<file path="src/common/pap_pkg.sv">
// package for the pci address/data phase port: constants and carrier structs
// assumes a single bus clock domain; no software-reached registers
package pap_pkg;
    localparam int ADDR_W = 32;
    localparam int BE_W = 4;
    localparam int SWAP_BIT_POS = 2; // position of byte_swap_enable in third_control_status_register
    localparam logic [1:0] BURST_LINEAR = 2'h0; // low address bits during master address phase
    localparam logic [3:0] CMD_IO_READ = 4'h2;
    localparam logic [3:0] CMD_IO_WRITE = 4'h3;
    localparam logic [3:0] CMD_MEM_READ = 4'h6;
    localparam logic [3:0] CMD_MEM_WRITE = 4'h7;
    localparam logic [31:0] RST_WORD = 32'h0;
    localparam int DEVSEL_DELAY = 1; // claim in the clock after the address phase
    localparam logic [2:0] DEVSEL_WAIT_MAX = 3'h4; // unclaimed data clocks before the master gives up
    localparam int BUS_HZ_MAX = 33000000; // static design, any rate from zero up
    // bus side pin group, three signals per two-way pin
    typedef struct packed {
        logic [31:0] ad_o;
        logic ad_oe;
        logic [3:0] cbe_n_o;
        logic cbe_oe;
        logic frame_n_o;
        logic frame_oe;
        logic irdy_n_o;
        logic irdy_oe;
        logic trdy_n_o;
        logic trdy_oe;
        logic devsel_n_o;
        logic devsel_oe;
    } pap_pins_out_s;
    typedef struct packed {
        logic [31:0] ad_i;
        logic [3:0] cbe_n_i;
        logic frame_n_i;
        logic irdy_n_i;
        logic trdy_n_i;
        logic devsel_n_i;
    } pap_pins_in_s;
    // master request from the dma side
    typedef struct packed {
        logic [31:0] addr;
        logic [3:0] cmd;
        logic [3:0] be_n;
        logic [7:0] count; // number of data phases, minus one
        logic fifo; // data belongs to a fifo transfer, swap may apply
    } pap_mreq_s;
endpackage

</file>
<file path="src/logic/pap_port.sv">
// pci address/data phase port: master framing, target claim, lane swap
// assumes every input is synchronous to clk_sys (the bus clock); other agents obey the bus protocol
module pap_port #(
    parameter logic [31:0] IO_BASE = 32'h0000_1000, // target window base, arbitrary default
    parameter int IO_SIZE_LOG2 = 5 // window size in address bits
) (
    input wire logic clk_sys, // bus clock
    input wire logic reset, // synchronous, active high
    input wire logic clk_en, // freezes all state but the nand tree register while low
    input wire logic rst_bus_n, // bus reset pin, selects nand tree test
    input wire logic [31:0] third_control_status_register, // software control word
    input wire pap_pkg::pap_pins_in_s pins_i, // sampled bus pins
    output pap_pkg::pap_pins_out_s pins_o, // driven bus pins and enables
    output logic nand_out, // nand tree result
    input wire logic grant, // bus granted to this master
    input wire logic mreq_valid, // master request pending
    input wire pap_pkg::pap_mreq_s mreq, // master request
    output logic mreq_ready, // request accepted
    input wire logic [31:0] mwr_data, // master write word, little-endian
    output logic mdata_take, // one data phase completed
    output logic [31:0] mrd_data_q, // master read word
    output logic mabort_q, // no agent claimed the access
    output logic [31:0] tgt_addr_q, // latched target address
    output logic [3:0] tgt_be_n_q, // latched target byte enables
    output logic [31:0] tgt_wdata_q, // target write word
    output logic tgt_wr_q, // target write strobe
    input wire logic [31:0] tgt_rdata // target read word
);
    typedef enum logic [2:0] {
        PAP_IDLE, PAP_MADDR, PAP_MDATA, PAP_TCLAIM, PAP_TDATA, PAP_TURN
    } pap_state_e;

    pap_state_e state_q, state_d;
    logic [7:0] cnt_q, cnt_d;
    logic [31:0] addr_q, addr_d;
    logic [3:0] cmd_q, cmd_d;
    logic [3:0] be_q, be_d;
    logic fifo_q, fifo_d;
    logic [31:0] mrd_d, taddr_d, twd_d;
    logic [3:0] tbe_d;
    logic abort_d, twr_d;
    logic tread_q, tread_d;
    logic nand_d, nand_q;
    logic [2:0] nodev_q, nodev_d;

    // byte swap for fifo words only; byte enables never pass through here
    function automatic logic [31:0] lane_order(input logic [31:0] w, input logic swap);
        lane_order = swap ? {w[7:0], w[15:8], w[23:16], w[31:24]} : w;
    endfunction

    function automatic logic hit(input logic [31:0] a);
        hit = (a[31:IO_SIZE_LOG2] == IO_BASE[31:IO_SIZE_LOG2]);
    endfunction

    logic swap_on;
    logic phase_done;
    logic last_phase;
    assign swap_on = third_control_status_register[pap_pkg::SWAP_BIT_POS] & fifo_q;
    assign phase_done = ~pins_i.irdy_n_i & ~pins_i.trdy_n_i;
    assign last_phase = (cnt_q == 8'h00);

    // next state; all sampling relies on the rising edge only
    always_comb begin
        state_d = state_q;
        cnt_d = cnt_q;
        addr_d = addr_q;
        cmd_d = cmd_q;
        be_d = be_q;
        fifo_d = fifo_q;
        mrd_d = mrd_data_q;
        abort_d = mabort_q;
        taddr_d = tgt_addr_q;
        tbe_d = tgt_be_n_q;
        twd_d = tgt_wdata_q;
        twr_d = 1'b0;
        tread_d = tread_q;
        nodev_d = nodev_q;
        mreq_ready = 1'b0;
        mdata_take = 1'b0;
        unique case (state_q)
            PAP_IDLE: begin
                if (mreq_valid && grant && pins_i.frame_n_i && pins_i.irdy_n_i) begin
                    mreq_ready = clk_en; // a frozen port takes nothing
                    addr_d = {mreq.addr[31:2], pap_pkg::BURST_LINEAR};
                    cmd_d = mreq.cmd;
                    be_d = mreq.be_n;
                    cnt_d = mreq.count;
                    fifo_d = mreq.fifo;
                    abort_d = 1'b0;
                    nodev_d = 3'h0;
                    state_d = PAP_MADDR;
                end else if (!pins_i.frame_n_i && hit(pins_i.ad_i) && (pins_i.cbe_n_i[3:1] == 3'h1)) begin
                    // address snooped while not master, io commands only
                    taddr_d = pins_i.ad_i;
                    tread_d = ~pins_i.cbe_n_i[0];
                    fifo_d = 1'b0;
                    state_d = PAP_TCLAIM;
                end
            end
            PAP_MADDR: begin
                state_d = PAP_MDATA;
            end
            PAP_MDATA: begin
                if (phase_done) begin
                    mdata_take = clk_en;
                    mrd_d = lane_order(pins_i.ad_i, swap_on); // latch on every completed master phase, read or write
                    cnt_d = cnt_q - 8'h01;
                    if (last_phase) state_d = PAP_TURN;
                end else if (pins_i.devsel_n_i) begin
                    // no agent has claimed yet; give up once the claim window is over
                    if (nodev_q == pap_pkg::DEVSEL_WAIT_MAX) begin
                        abort_d = 1'b1; // nobody claimed it
                        state_d = PAP_TURN;
                    end else begin
                        nodev_d = nodev_q + 3'h1;
                    end
                end
            end
            PAP_TCLAIM: begin
                state_d = PAP_TDATA;
            end
            PAP_TDATA: begin
                if (!pins_i.irdy_n_i) begin
                    tbe_d = pins_i.cbe_n_i;
                    if (!tread_q) begin
                        twd_d = pins_i.ad_i; // latch on target write
                        twr_d = 1'b1;
                    end
                    if (pins_i.frame_n_i) state_d = PAP_TURN;
                end
            end
            PAP_TURN: begin
                state_d = PAP_IDLE;
            end
            default: state_d = PAP_IDLE;
        endcase
    end

    // state registers; clk_en low freezes everything, the bus reset pin clears like reset
    always_ff @(posedge clk_sys) begin
        if (reset || !rst_bus_n) begin
            state_q <= PAP_IDLE;
            cnt_q <= 8'h00;
            addr_q <= pap_pkg::RST_WORD;
            cmd_q <= 4'h0;
            be_q <= 4'hf;
            fifo_q <= 1'b0;
            mrd_data_q <= pap_pkg::RST_WORD;
            mabort_q <= 1'b0;
            tgt_addr_q <= pap_pkg::RST_WORD;
            tgt_be_n_q <= 4'hf;
            tgt_wdata_q <= pap_pkg::RST_WORD;
            tgt_wr_q <= 1'b0;
            tread_q <= 1'b0;
            nodev_q <= 3'h0;
        end else if (clk_en) begin
            state_q <= state_d;
            cnt_q <= cnt_d;
            addr_q <= addr_d;
            cmd_q <= cmd_d;
            be_q <= be_d;
            fifo_q <= fifo_d;
            mrd_data_q <= mrd_d;
            mabort_q <= abort_d;
            tgt_addr_q <= taddr_d;
            tgt_be_n_q <= tbe_d;
            tgt_wdata_q <= twd_d;
            tgt_wr_q <= twr_d;
            tread_q <= tread_d;
            nodev_q <= nodev_d;
        end
    end

    // nand tree over bus inputs while the bus reset pin is low
    always_comb begin
        nand_d = ~(&{pins_i.ad_i, pins_i.cbe_n_i, pins_i.frame_n_i, pins_i.devsel_n_i, clk_en});
    end
    always_ff @(posedge clk_sys) begin
        if (reset) nand_q <= 1'b0;
        else nand_q <= rst_bus_n ? 1'b0 : nand_d;
    end
    assign nand_out = nand_q;

    // pin drive; enables low in reset so every bus pin is an input
    logic mst, tgt_rd;
    assign mst = rst_bus_n && (state_q == PAP_MADDR || state_q == PAP_MDATA);
    assign tgt_rd = rst_bus_n && tread_q && (state_q == PAP_TDATA);
    always_comb begin
        pins_o = '0;
        pins_o.ad_oe = mst ? (state_q == PAP_MADDR || cmd_q[0]) : tgt_rd;
        pins_o.ad_o = (state_q == PAP_MADDR) ? addr_q :
            (tgt_rd ? tgt_rdata : lane_order(mwr_data, swap_on));
        pins_o.cbe_oe = mst;
        pins_o.cbe_n_o = (state_q == PAP_MADDR) ? cmd_q : be_q;
        pins_o.frame_oe = mst;
        pins_o.frame_n_o = !(state_q == PAP_MADDR || (state_q == PAP_MDATA && !last_phase));
        pins_o.irdy_oe = mst;
        pins_o.irdy_n_o = (state_q != PAP_MDATA);
        pins_o.trdy_oe = rst_bus_n && (state_q == PAP_TDATA);
        pins_o.trdy_n_o = (state_q != PAP_TDATA);
        pins_o.devsel_oe = rst_bus_n && (state_q == PAP_TCLAIM || state_q == PAP_TDATA);
        pins_o.devsel_n_o = 1'b0; // claim
    end
endmodule

</file>
<file path="config.mk">
export PLATFORM = sky130hd
export DESIGN_NAME = pap_port
export DESIGN_NICKNAME = d
export VERILOG_FILES = /design/src/common/pap_pkg.sv /design/src/logic/pap_port.sv
export SDC_FILE = /design/constraint.sdc
export NUM_CORES = 1
export LEC_CHECK = 0
export ABC_CLOCK_PERIOD_IN_PS = 2300
export BUFFER_PORTS_ARGS = -buffer_cell sky130_fd_sc_hd__buf_2
export CORE_MARGIN = 5
export CORE_UTILIZATION = 47
export CTS_CLUSTER_SIZE = 30
export DETAILED_ROUTE_END_ITERATION = 16
export GPL_ROUTABILITY_DRIVEN = 1
export PLACE_DENSITY = 0.9
export SYNTH_ARGS = -nofsm -noshare
export SYNTH_HDL_FRONTEND = slang
export SYNTH_SLANG_ARGS = --single-unit
</file>
<file path="constraint.sdc">
create_clock -name clk_sys -period 2.3 [get_ports clk_sys]
set_clock_uncertainty 0.1 [all_clocks]
set_input_delay 0 -clock clk_sys [delete_from_list [all_inputs] [get_ports clk_sys]]
set_output_delay 0 -clock clk_sys [all_outputs]
set_load 0.01 [all_outputs]
</file>
# Yosys cells after proc, flatten, opt, wreduce, memory -nomap -nowiden
# Index checks and enable logic that the tools add are counted.
# Widths: inputs -> output; s select.
op_classes:
  bitwise_logic: 8
  eq_ne: 21
  n_reduce_logical: 36
  muxes: 37
  addsub: 2
op_table:
  columns: ["cell", "count"]
  rows:
  - ["$mux 32", 4]
  - ["$reduce_and 39->1", 1]
  - ["$mux 3", 12]
  - ["$eq 27x8->1 const B", 1]
  - ["$mux 8", 2]
  - ["$ne 2x2->1 const B", 8]
  - ["$pmux 8 s2", 1]
  - ["$ne 3x3->1 const B", 5]
  - ["$pmux 3 s5", 1]
  - ["$mux 1", 14]
  - ["$reduce_and 3->1", 4]
  - ["$reduce_and 4->1", 3]
  - ["$reduce_and 6->1", 2]
  - ["$logic_and 1x1->1", 11]
  - ["$logic_not 8->1", 1]
  - ["$sub 8x1->8 const B", 1]
  - ["$reduce_and 7->1", 1]
  - ["$eq 3x1->1 const B", 2]
  - ["$eq 3x2->1 const B", 2]
  - ["$eq 3x3->1 const B", 2]
  - ["$not 1->1", 6]
  - ["$pmux 3 s2", 1]
  - ["$logic_or 1x1->1", 5]
  - ["$logic_not 1->1", 4]
  - ["other kinds (8)", 10]
totals:
  register_bits: 157
  word_cells: 119
  output_inout_bits: 151

# Depth between registers and ports, before layout
# Gate-level depths: netlist of run 1.
depth:
  depth_word: 6
  depth_mapped: 8

# Least setup slack after synthesis of run 1
# OpenSTA, ideal clock, no wires.
synth_path:
  kind: "register to register"
  startpoint: "reg state_q[0]"
  endpoint: "reg tgt_addr_q[10]"
  arrival_time_ns: 1.784
  path_slack_ns: 0.301
  stages_incl_launch_ff: 7
  n_path_buf: 2
  t_required_ns: 2.085
  path_cell_list: "dfxtp_1 buf_6 or4b_4 nor3_4 nor2_2 buf_2 and2_1"
synth_via:
  elab_chain_cells: 2
synth_rtl:
  columns: ["element", "line_no", "text"]
  rows:
  - ["from (decl)", "pap_port.sv:33", "pap_state_e state_q, state_d;"]
  - ["from (signal assigned)", "pap_port.sv:157", "state_q <= state_d;"]
  - ["$logic_not 3->1", "pap_port.sv:80", "unique case (state_q)"]
  - ["$reduce_and 4->1 (no line)", null, null]
  - ["to (signal assigned)", "pap_port.sv:150", "tgt_addr_q <= pap_pkg::RST_WORD;"]
  - ["to (signal assigned)", "pap_port.sv:165", "tgt_addr_q <= taddr_d;"]
  - ["to (decl)", "pap_port.sv:23", "output logic [31:0] tgt_addr_q,"]
# Every way passes these cells.
# A chain may end at the register's enable or synchronous reset.

==> results of run 1 <==
[logic make-up (layout without fill, tap and decap cells)]
family                     Yosys count  count (layout)  share of synthesized area [%]
muxes                               16              16                           2.26
AOI/OAI and AO/OA                  214             214                           17.6
adders and majority gates            4               4                          0.684
and+or+nand+nor                    499             499                           30.7
buffers and inverters               94             457                           5.75
other                                1               2                         0.0513
DFF                                157             157                           43.0
[flip-flops by register name, summed over array words and instances, names as in the netlist, 3 cells and up]
| register | cells |
|---|---|
| mrd_data_q | 32 |
| tgt_addr_q | 32 |
| tgt_wdata_q | 32 |
| addr_q | 30 |
| cnt_q | 8 |
| be_q | 4 |
| cmd_q | 4 |
| tgt_be_n_q | 4 |
| nodev_q | 3 |
| state_q | 3 |
[worst paths after layout]
| path | from | end | slack (ns) | cells after the start |
|---|---|---|---|---|
| hold / removal | third_control_status_register[2] | mrd_data_q[9] | 0.03 | 3 |
| setup reg to reg | state_q[2] | mrd_data_q[27] | 0.17 | 6 |
| setup / recovery | state_q[0] | pins_o[25] | 0.01 | 9 |
| hold reg to reg | tgt_wdata_q[30] | tgt_wdata_q[30] | 0.35 | 2 |
[what timing repair did]
action,4_1_cts,5_1_grt
cloned,0,1
buffers inserted,0,1
resized for setup,7,18
hold buffers,87,0
pin swaps,0,1
setup endpoints to repair,6,17
hold endpoints to repair,125,0
[worst max-delay path: stages (launching register included)]
cell	delay [ns]
dfxtp_1	0.31
buf_4	0.17
nor2_2	0.17
nand4_1	0.19
buf_4	0.20
buf_6	0.18
nand3_1	0.08
o21ai_0	0.09
o21ai_0	0.20
buf_2	0.17
[cell usage in the layout (no fill, tap or decap), types with 16 or more instances in the layout]
cell type and count:
nand4_1 16, buf_2 307, nor2_1 55, o21ai_0 65, buf_4 17, a21oi_1 80, a311oi_1 35, clkbuf_16 18
dlygate4sd3_1 87, dfxtp_1 155, nand2_1 258, nand3_1 94, and2_1 26
[power groups by stage]
| stage | clock [W] | combinational (W) | sequential [W] |
|---|---|---|---|
| 2_1_floorplan | 0 | 0.000203 | 0.00279 |
| 3_3_place_gp | 0 | 0.000481 | 0.00279 |
| 3_5_place_dp | 0 | 0.000490 | 0.00279 |
| 4_1_cts | 0.00285 | 0.000610 | 0.00273 |
| 5_1_grt | 0.00297 | 0.000687 | 0.00273 |
| 6_report | 0.00284 | 0.000645 | 0.00273 |
[through the flow]
step / hold WS, ns / utilization (%) / total power (W) / TNS (ns)
6_report: 0.0290 / 68.8 / 0.00621 / 0
5_1_grt: 0.0389 / 68.8 / 0.00638 / -0.320
4_1_cts: 0.00625 / 68.4 / 0.00619 / 0
3_5_place_dp: 0.110 / 58.8 / 0.00328 / 0
3_3_place_gp: 0.0971 / 58.8 / 0.00327 / 0
2_1_floorplan: -0.0279 / - / 0.00299 / 0
[layout make-up]
type                            count  area [um2]  share of cell area (%)
Antenna cell                        1        2.50                  0.0238
Clock buffer                       17         425                    4.05
Clock inverter                     14         159                    1.51
Inverter                            9        37.5                   0.357
Multi-Input combinational cell    734        3820                    36.4
Sequential cell                   157        3150                    29.9
Tap cell                          211         264                    2.51
Timing Repair Buffer              417        2650                    25.2
[metal layers]
metal  share of wire [%]  GRT usage, %
met5               0.043             0
met4                 7.5          21.3
met1                  34          35.9
met3                  11          8.20
met2                  47          53.6
==> results.yml, run 1 <==
routing:
  dr.pass1.iters: 7
  routed_wl_um: 30400
  drcViolationCount: 0
  vias: 9209
  drtIter0Drc: 1067
  wl_per_cell_um: 19.5
  drtAntennaViolNets: 0
  viasPerCell: 5.90
power_and_ir_drop:
  pwr-share-clk_pct: 45.7
  powerDensity_nw_per_um2: 591
  p_seq_share_pct: 43.9
  irDropWorstVdd_v: 0.000478
  switching_share_pct: 25.4
  p_leak_nw: 4.51
  p_comb_share_pct: 10.4
  p_int_w: 0.00463
  switching_power_w: 0.00158
sta:
  period_share_pct: 99.4
  period_needed_ns: 2.29
  fin_ws_ns: 0.0131
  rsz0062_at_grt: "true"
  hold_violations: 0
  setup_violations: 0
  worst_pin_slew_ns: 0.844
  max_slew_margin_pct: 43.6
  fmax_mhz: 437
  maxSlewViolCount: 0
critical_path:
  criticalPathCategory: "reg -> out"
  arrival_ns: 2.19
  cp-start-kind: "register"
  end_kind: "primary output"
  cp_max_fo: 32
  crit_required_ns: 2.20
floorplan:
  pin_count: 342
  core_um2: 15300
  die_y_um: 135
  initial_core_util_pct: 47.9
  rows: 45
  dieArea_um2: 18200
  die_w_um: 135
cts:
  clock_latency_ns: 0.42
  numCtsBuffers: 17
  clock_path_buffers: 2
  clockRootBuffer: "clkbuf_16"
  path_clk_slew_ns: 0.07
  clock-sinks: 157
  cts_tree: "built"
  h-tree-depth: 4
synth:
  synthCells: 985
  synth_cell_types: 55
  synth_commonest_cells: "nand2_1 (259), dfxtp_1 (157), nand3_1 (102)"
  synth_top_area_share_pct: 43.0
  synth_area_per_cell_um2: 7.42
  async_reset_ff_share_pct: 0
  yosys-top-cells-area: "dfxtp_1 (43%), nand2_1 (13%), nand3_1 (7.0%), a21oi_1 (5.5%), o21ai_0 (5.2%)"
  yosysSeqAreaShare_pct: 43.0
  synth-seq-cells: 157
  synth_most_common_cell: "nand2_1"
  synth_warnings: 0
  synth_fp_nets: 1180
  synth_flop_cell: "dfxtp_1"
  synth_edf_count: 0
  yosys.area.top_type: "dfxtp_1"
  synth_area_um2: 7310
global_routing:
  antenna_found_initial: 1
  grt_max_degree: 122
  grt_pass1_wl_um: 46400
  grt_pass1_vias: 8872
  grt_usage_pct: 32.0
  overflow: 0
place:
  numPortBuffers: 307
  place.gp.congestion: 0.883
  hpwl_um: 18800
  dpl_cell_area_um2: 8970
  pre_cts_slack_ns: 0.259
  dp_cells: 1439
cells_and_area:
  nFillCells: 1100
  syn2layout_area_growth_pct: 43.7
  fin_area_um2: 10500
  fin_nets: 1531
  fin_cells: 1560
  drive_above_1_share_pct: 29.4
worst_hold_path:
  hp-class: "in -> reg"
run:
  cap_viol_max_count: 0
outcome:
  status: "finished clean"
(Power assumes the default switching activity.)
==> inputs of run 2 (changes only) <==
--- a/constraint.sdc
+++ b/constraint.sdc
@@ -4,2 +4,2 @@
 set_output_delay 0 -clock clk_sys [all_outputs]
-set_load 0.01 [all_outputs]
+set_load 0.02 [all_outputs]
==> run 2 against run 1 <==
Against the previous run: register-to-register slack about the same; sequential share of layout area decreased by 0.60 points; non-clock buffer count increased by 12; flip-flop and latch count unchanged; global-route usage decreased by 0.96 points; largest cell class unchanged; worst hold slack improved by 0.015 ns; utilization increased by 1.4 points; clock power increased by 5%; maximum frequency increased by 2.2%; wire length about the same; largest power group unchanged; first-iteration DRC count decreased by 18%.
==> results.yml, run 2 (synthesis gave the netlist of run 1 again) <==
outcome:
  status: "finished clean"
cts:
  numCtsBuffers: 17
  cts_tree: "built"
  clock_path_buffers: 2
  clock_latency_ns: 0.42
  h-tree-depth: 4
  clockRootBuffer: "clkbuf_16"
  path_clk_slew_ns: 0.07
  clock-sinks: 157
sta:
  worst_pin_slew_ns: 0.856
  period_needed_ns: 2.24
  period_share_pct: 97.3
  tns_ns: 0
  maxSlewViolCount: 0
  max_slew_margin_pct: 42.8
  hold_violations: 0
  fmax_mhz: 447
  setup_violations: 0
  hold_slack_ns: 0.0444
routing:
  drt-met1-wl_um: 10700
  vias: 9105
  drtAntennaViolNets: 0
  highest_layer: "met4"
  wl_per_cell_um: 19.3
  dr.pass1.iters: 7
  routed_wl_um: 30400
  wl_met3_um: 3410
  drtIter0Drc: 880
  viasPerCell: 5.79
  drcViolationCount: 0
  route.met2.wl_um: 14300
power_and_ir_drop:
  p_leak_nw: 4.64
  irDropWorstVdd_v: 0.000482
  powerDensity_nw_per_um2: 596
cells_and_area:
  fin_nets: 1543
  final_common_cell: "buf_2"
  drive_above_1_share_pct: 30.3
  antennaDiodeCount: 0
  fin_cells: 1572
  largestRegisters: "mrd_data_q: 32 flops, tgt_addr_q: 32 flops, tgt_wdata_q: 32 flops"
  syn2layout_area_growth_pct: 46.6
  final_cell_mix: "buf_2 (296), nand2_1 (258), dfxtp_1 (154)"
  postLayoutCoreUtil_pct: 70.3
floorplan:
  initial_core_util_pct: 47.9
  die_y_um: 135
  rows: 45
  dieArea_um2: 18200
  die_w_um: 135
  core_um2: 15300
  pin_count: 342
critical_path:
  cp_slowest_cell: "dlygate4sd3_1"
  cp_max_fo: 5
  criticalPathCategory: "in -> reg"
  crit_required_ns: 2.54
  cp_top_family: "simple AND/OR/NAND/NOR gates"
  arrival_ns: 2.48
  max_stage_delay_ns: 0.55
  cp-start-kind: "input pin"
  crit_chain: "dlygate4sd3_1 > buf_2 > nor4_1 > nand4_1 > o21a_1 > or4_1 > a21oi_1"
  end_kind: "register"
  crit_buf_inv: 2
global_routing:
  grt_usage_pct: 31.1
  antenna_found_initial: 0
  grt_max_degree: 66
  grt_pass1_wl_um: 45000
  grt_pass1_vias: 8560
  overflow: 0
worst_hold_path:
  hp-class: "in -> reg"
place:
  place.gp.congestion: 0.905
  hpwl_um: 19100
  dp_cells: 1442
  numPortBuffers: 307
run:
  cap_viol_max_count: 0
run 2: changes by cell type in the layout (fill, tap and decap cells not counted), sizes merged:
cell | before | now
buf | 329 | 340
bufinv | 2 | 3
clkbuf | 18 | 22
clkinv | 3 | 4
clkinvlp | 4 | 1
diode | 1 | 0
dlygate4sd3 | 87 | 86
run 2: path summary, 6_finish.rpt:
kind              cells after the start        endpoint  slack (ns)                        startpoint
setup / recovery                      7      state_q[1]        0.06                        pins_i[23]
hold / removal                        3   mrd_data_q[4]        0.04  third_control_status_register[2]
setup reg to reg                      5      state_q[1]        0.17                          cnt_q[2]
hold reg to reg                       1  tgt_addr_q[13]        0.35                    tgt_addr_q[13]
run 2: layout make-up:
type | instances | area (um2)
fillers | 1113 | 4540
repair buffers | 429 | 2820
clock buffers | 19 | 443
inverters | 9 | 37.5
multi-input cells | 734 | 3840
well taps | 211 | 264
clock inverters | 13 | 179
flip-flops and latches | 157 | 3150
run 2: metal layers:
layer	global-route usage, %	vias up
met1	35.5	4139
met5	0	-
met2	51.1	690
met4	20.8	0
li1	-	4138
met3	8.08	138
run 2: worst reg2reg max path, delay by kind of cell, from the launching register on:
family / cells / cell delay (ns)
AO/OA/AOI/OAI: 2 / 0.32
flip-flops: 1 / 0.34
AND/OR/NAND/NOR: 3 / 1.30
run 2: timing repair:
| item | CTS | global route |
|---|---|---|
| endpoints found under the hold margin | 126 | 0 |
| hold buffers | 86 | 0 |
| gates cloned | 0 | 4 |
| buffers inserted | 0 | 8 |
| gates resized for setup | 8 | 44 |
| pin swaps | 0 | 3 |
| endpoints found under the setup margin | 8 | 38 |
run 2: power breakdown:
part / switching, W / total [W] / internal (W)
Sequential: 0.00000487 / 0.00273 / 0.00272
Combinational: 0.000381 / 0.000683 / 0.000302
Clock: 0.00120 / 0.00297 / 0.00177
Total: 0.00159 / 0.00639 / 0.00480
run 2: stage by stage:
stage,setup WS (ns),total power (W),instance area (um2)
2_1_floorplan,0.301,0.00302,7310
3_3_place_gp,0.263,0.00330,8980
3_5_place_dp,0.253,0.00331,8980
4_1_cts,-0.0300,0.00636,10500
5_1_grt,-0.0187,0.00656,10700
6_report,0.0626,0.00639,10700
==> inputs of run 3 (changes only) <==
- REMOVE_ABC_BUFFERS: default -> 1
==> run 3 against run 2 <==
Against the previous run: via count up 0.45%; critical path depth is 1 higher; clock power shrank 5%; die area is the same.
==> results.yml, run 3 (synthesis gave the netlist of run 1 again) <==
outcome:
  status: "finished clean"
critical_path:
  rr_worst_depth: 5
  crit_chain: "buf_4 > nor2_2 > nand4_1 > buf_12 > nand3_1 > o21ai_0 > o21ai_0 > buf_2"
  max_stage_delay_ns: 0.31
  cp_max_fo: 65
  cp-start-kind: "register"
  crit_top_cell: "o21ai_0"
  cp_top_family: "buffers and inverters"
  cp_slowest_cell: "dfxtp_1"
  startpoint: "state_q[0]"
  cp.depth: 8
  end_kind: "primary output"
  crit_buf_inv: 3
  crit_required_ns: 2.20
  r2r-start: "cnt_q[2]"
  arrival_ns: 2.18
  criticalPathCategory: "reg -> out"
floorplan:
  pin_count: 342
  dieArea_um2: 18200
  core_um2: 15300
  rows: 45
  initial_core_util_pct: 47.9
  die_y_um: 135
  die_w_um: 135
routing:
  drtAntennaViolNets: 0
  routed_wl_um: 29600
  wl_per_cell_um: 18.9
  vias: 9146
  viasPerCell: 5.84
  drtIter0Drc: 891
  drcViolationCount: 0
  dr.pass1.iters: 6
power_and_ir_drop:
  p_seq_share_pct: 43.9
  p_comb_share_pct: 10.8
  irDropWorstVdd_v: 0.000484
  switching_power_w: 0.00172
  p_leak_nw: 4.51
  switching_share_pct: 27.8
  p_int_w: 0.00448
  pwr-share-clk_pct: 45.3
  powerDensity_nw_per_um2: 590
sta:
  rsz0062_at_grt: "true"
  hold_violations: 0
  hold_slack_ns: 0.0839
  worst_pin_slew_ns: 0.713
  tns_ns: 0
  maxSlewViolCount: 0
  max_slew_margin_pct: 52.4
  setup_violations: 0
  period_needed_ns: 2.28
  fmax_mhz: 439
  period_share_pct: 99.1
cts:
  cts_tree: "built"
  cts_setup_buffers: 0
  path_clk_slew_ns: 0.07
  numCtsBuffers: 17
  clock_latency_ns: 0.42
  clock-sinks: 157
  clockRootBuffer: "clkbuf_16"
  clock_path_buffers: 2
  h-tree-depth: 4
cells_and_area:
  largestRegisters: "mrd_data_q: 32 flops, tgt_addr_q: 32 flops, tgt_wdata_q: 32 flops"
  postLayoutCoreUtil_pct: 69.0
  nFillCells: 1074
  fin_cells: 1565
  fin_nets: 1533
  fin_area_um2: 10500
  drive_above_1_share_pct: 28.9
  syn2layout_area_growth_pct: 43.9
  final_common_cell: "buf_2"
  final_cell_mix: "buf_2 (306), nand2_1 (258), dfxtp_1 (156)"
place:
  place.gp.congestion: 0.900
  hpwl_um: 17900
  dp_cells: 1442
  dpl_cell_area_um2: 9000
  numPortBuffers: 307
worst_hold_path:
  hp-class: "in -> reg"
  min_from: "rst_bus_n"
  hold_depth: 3
global_routing:
  grt_pass1_wl_um: 44700
  grt_usage_pct: 30.3
  overflow: 0
  grt_max_degree: 70
  grt_pass1_vias: 8753
  antenna_found_initial: 2
run:
  cap_viol_max_count: 0
[run 3: changes by cell type in the layout (fill, tap and decap cells not counted), moves of 3 or more]
cell	before	now
buf_4	35	18
o21ai_0	57	72
o21ai_1	17	4
buf_2	296	306
nand3_1	93	102
nand3_2	9	0
buf_6	5	1
clkinv_8	0	4
bufinv_16	3	0
diode_2	0	3
inv_8	2	5
[run 3: per-stage QoR]
| step | worst slack, ns | total power [W] |
|---|---|---|
| 3_3_place_gp | 0.277 | 0.00330 |
| 6_report | 0.0203 | 0.00621 |
| 5_1_grt | -0.00504 | 0.00638 |
| 3_5_place_dp | 0.222 | 0.00330 |
| 2_1_floorplan | -1.10 | 0.00299 |
| 4_1_cts | 0.0306 | 0.00618 |
[run 3: final cells by class]
| cell class | count | area (um2) | area share (%) |
|---|---|---|---|
| clock inverter | 15 | 174 | 1.65 |
| sequential | 157 | 3140 | 29.9 |
| antenna | 3 | 7.51 | 0.0713 |
| multi-input combinational | 734 | 3780 | 35.9 |
| tap | 211 | 264 | 2.51 |
| timing repair buffer | 419 | 2690 | 25.6 |
| inverter | 9 | 33.8 | 0.321 |
| clock buffer | 17 | 425 | 4.04 |
[run 3: what timing repair did]
action                                 4_1_cts  5_1_grt
setup endpoints to repair                    2       16
resized for setup                            3        7
hold buffers                                87        0
cloned                                       0        1
endpoints found under the hold margin      126        0
[run 3: path summary, 6_finish.rpt]
| path | slack (ns) | end |
|---|---|---|
| setup / recovery | 0.02 | pins_o[40] |
| hold / removal | 0.08 | tgt_wdata_q[26] |
| setup reg to reg | 0.18 | state_q[1] |
| hold reg to reg | 0.35 | tgt_wdata_q[26] |
[run 3: power groups by stage]
stage | registers (W) | logic [W] | clock network [W]
floorplan | 0.00279 | 0.000197 | 0
global placement | 0.00279 | 0.000506 | 0
detailed placement | 0.00279 | 0.000511 | 0
CTS | 0.00273 | 0.000629 | 0.00282
global route | 0.00273 | 0.000706 | 0.00295
finish | 0.00273 | 0.000668 | 0.00281
[run 3: layer usage]
| layer | GRT usage, % | wire length, um |
|---|---|---|
| met1 | 35.4 | 10600 |
| met2 | 50.4 | 14000 |
| met3 | 8.87 | 3630 |
| met4 | 16.0 | 1380 |
| met5 | 0 | 0 |
[run 3: tightest hold or removal path, cell delays in order]
cell	delay, ns
buf_2	0.18
nand2b_4	0.31
a21oi_1	0.07
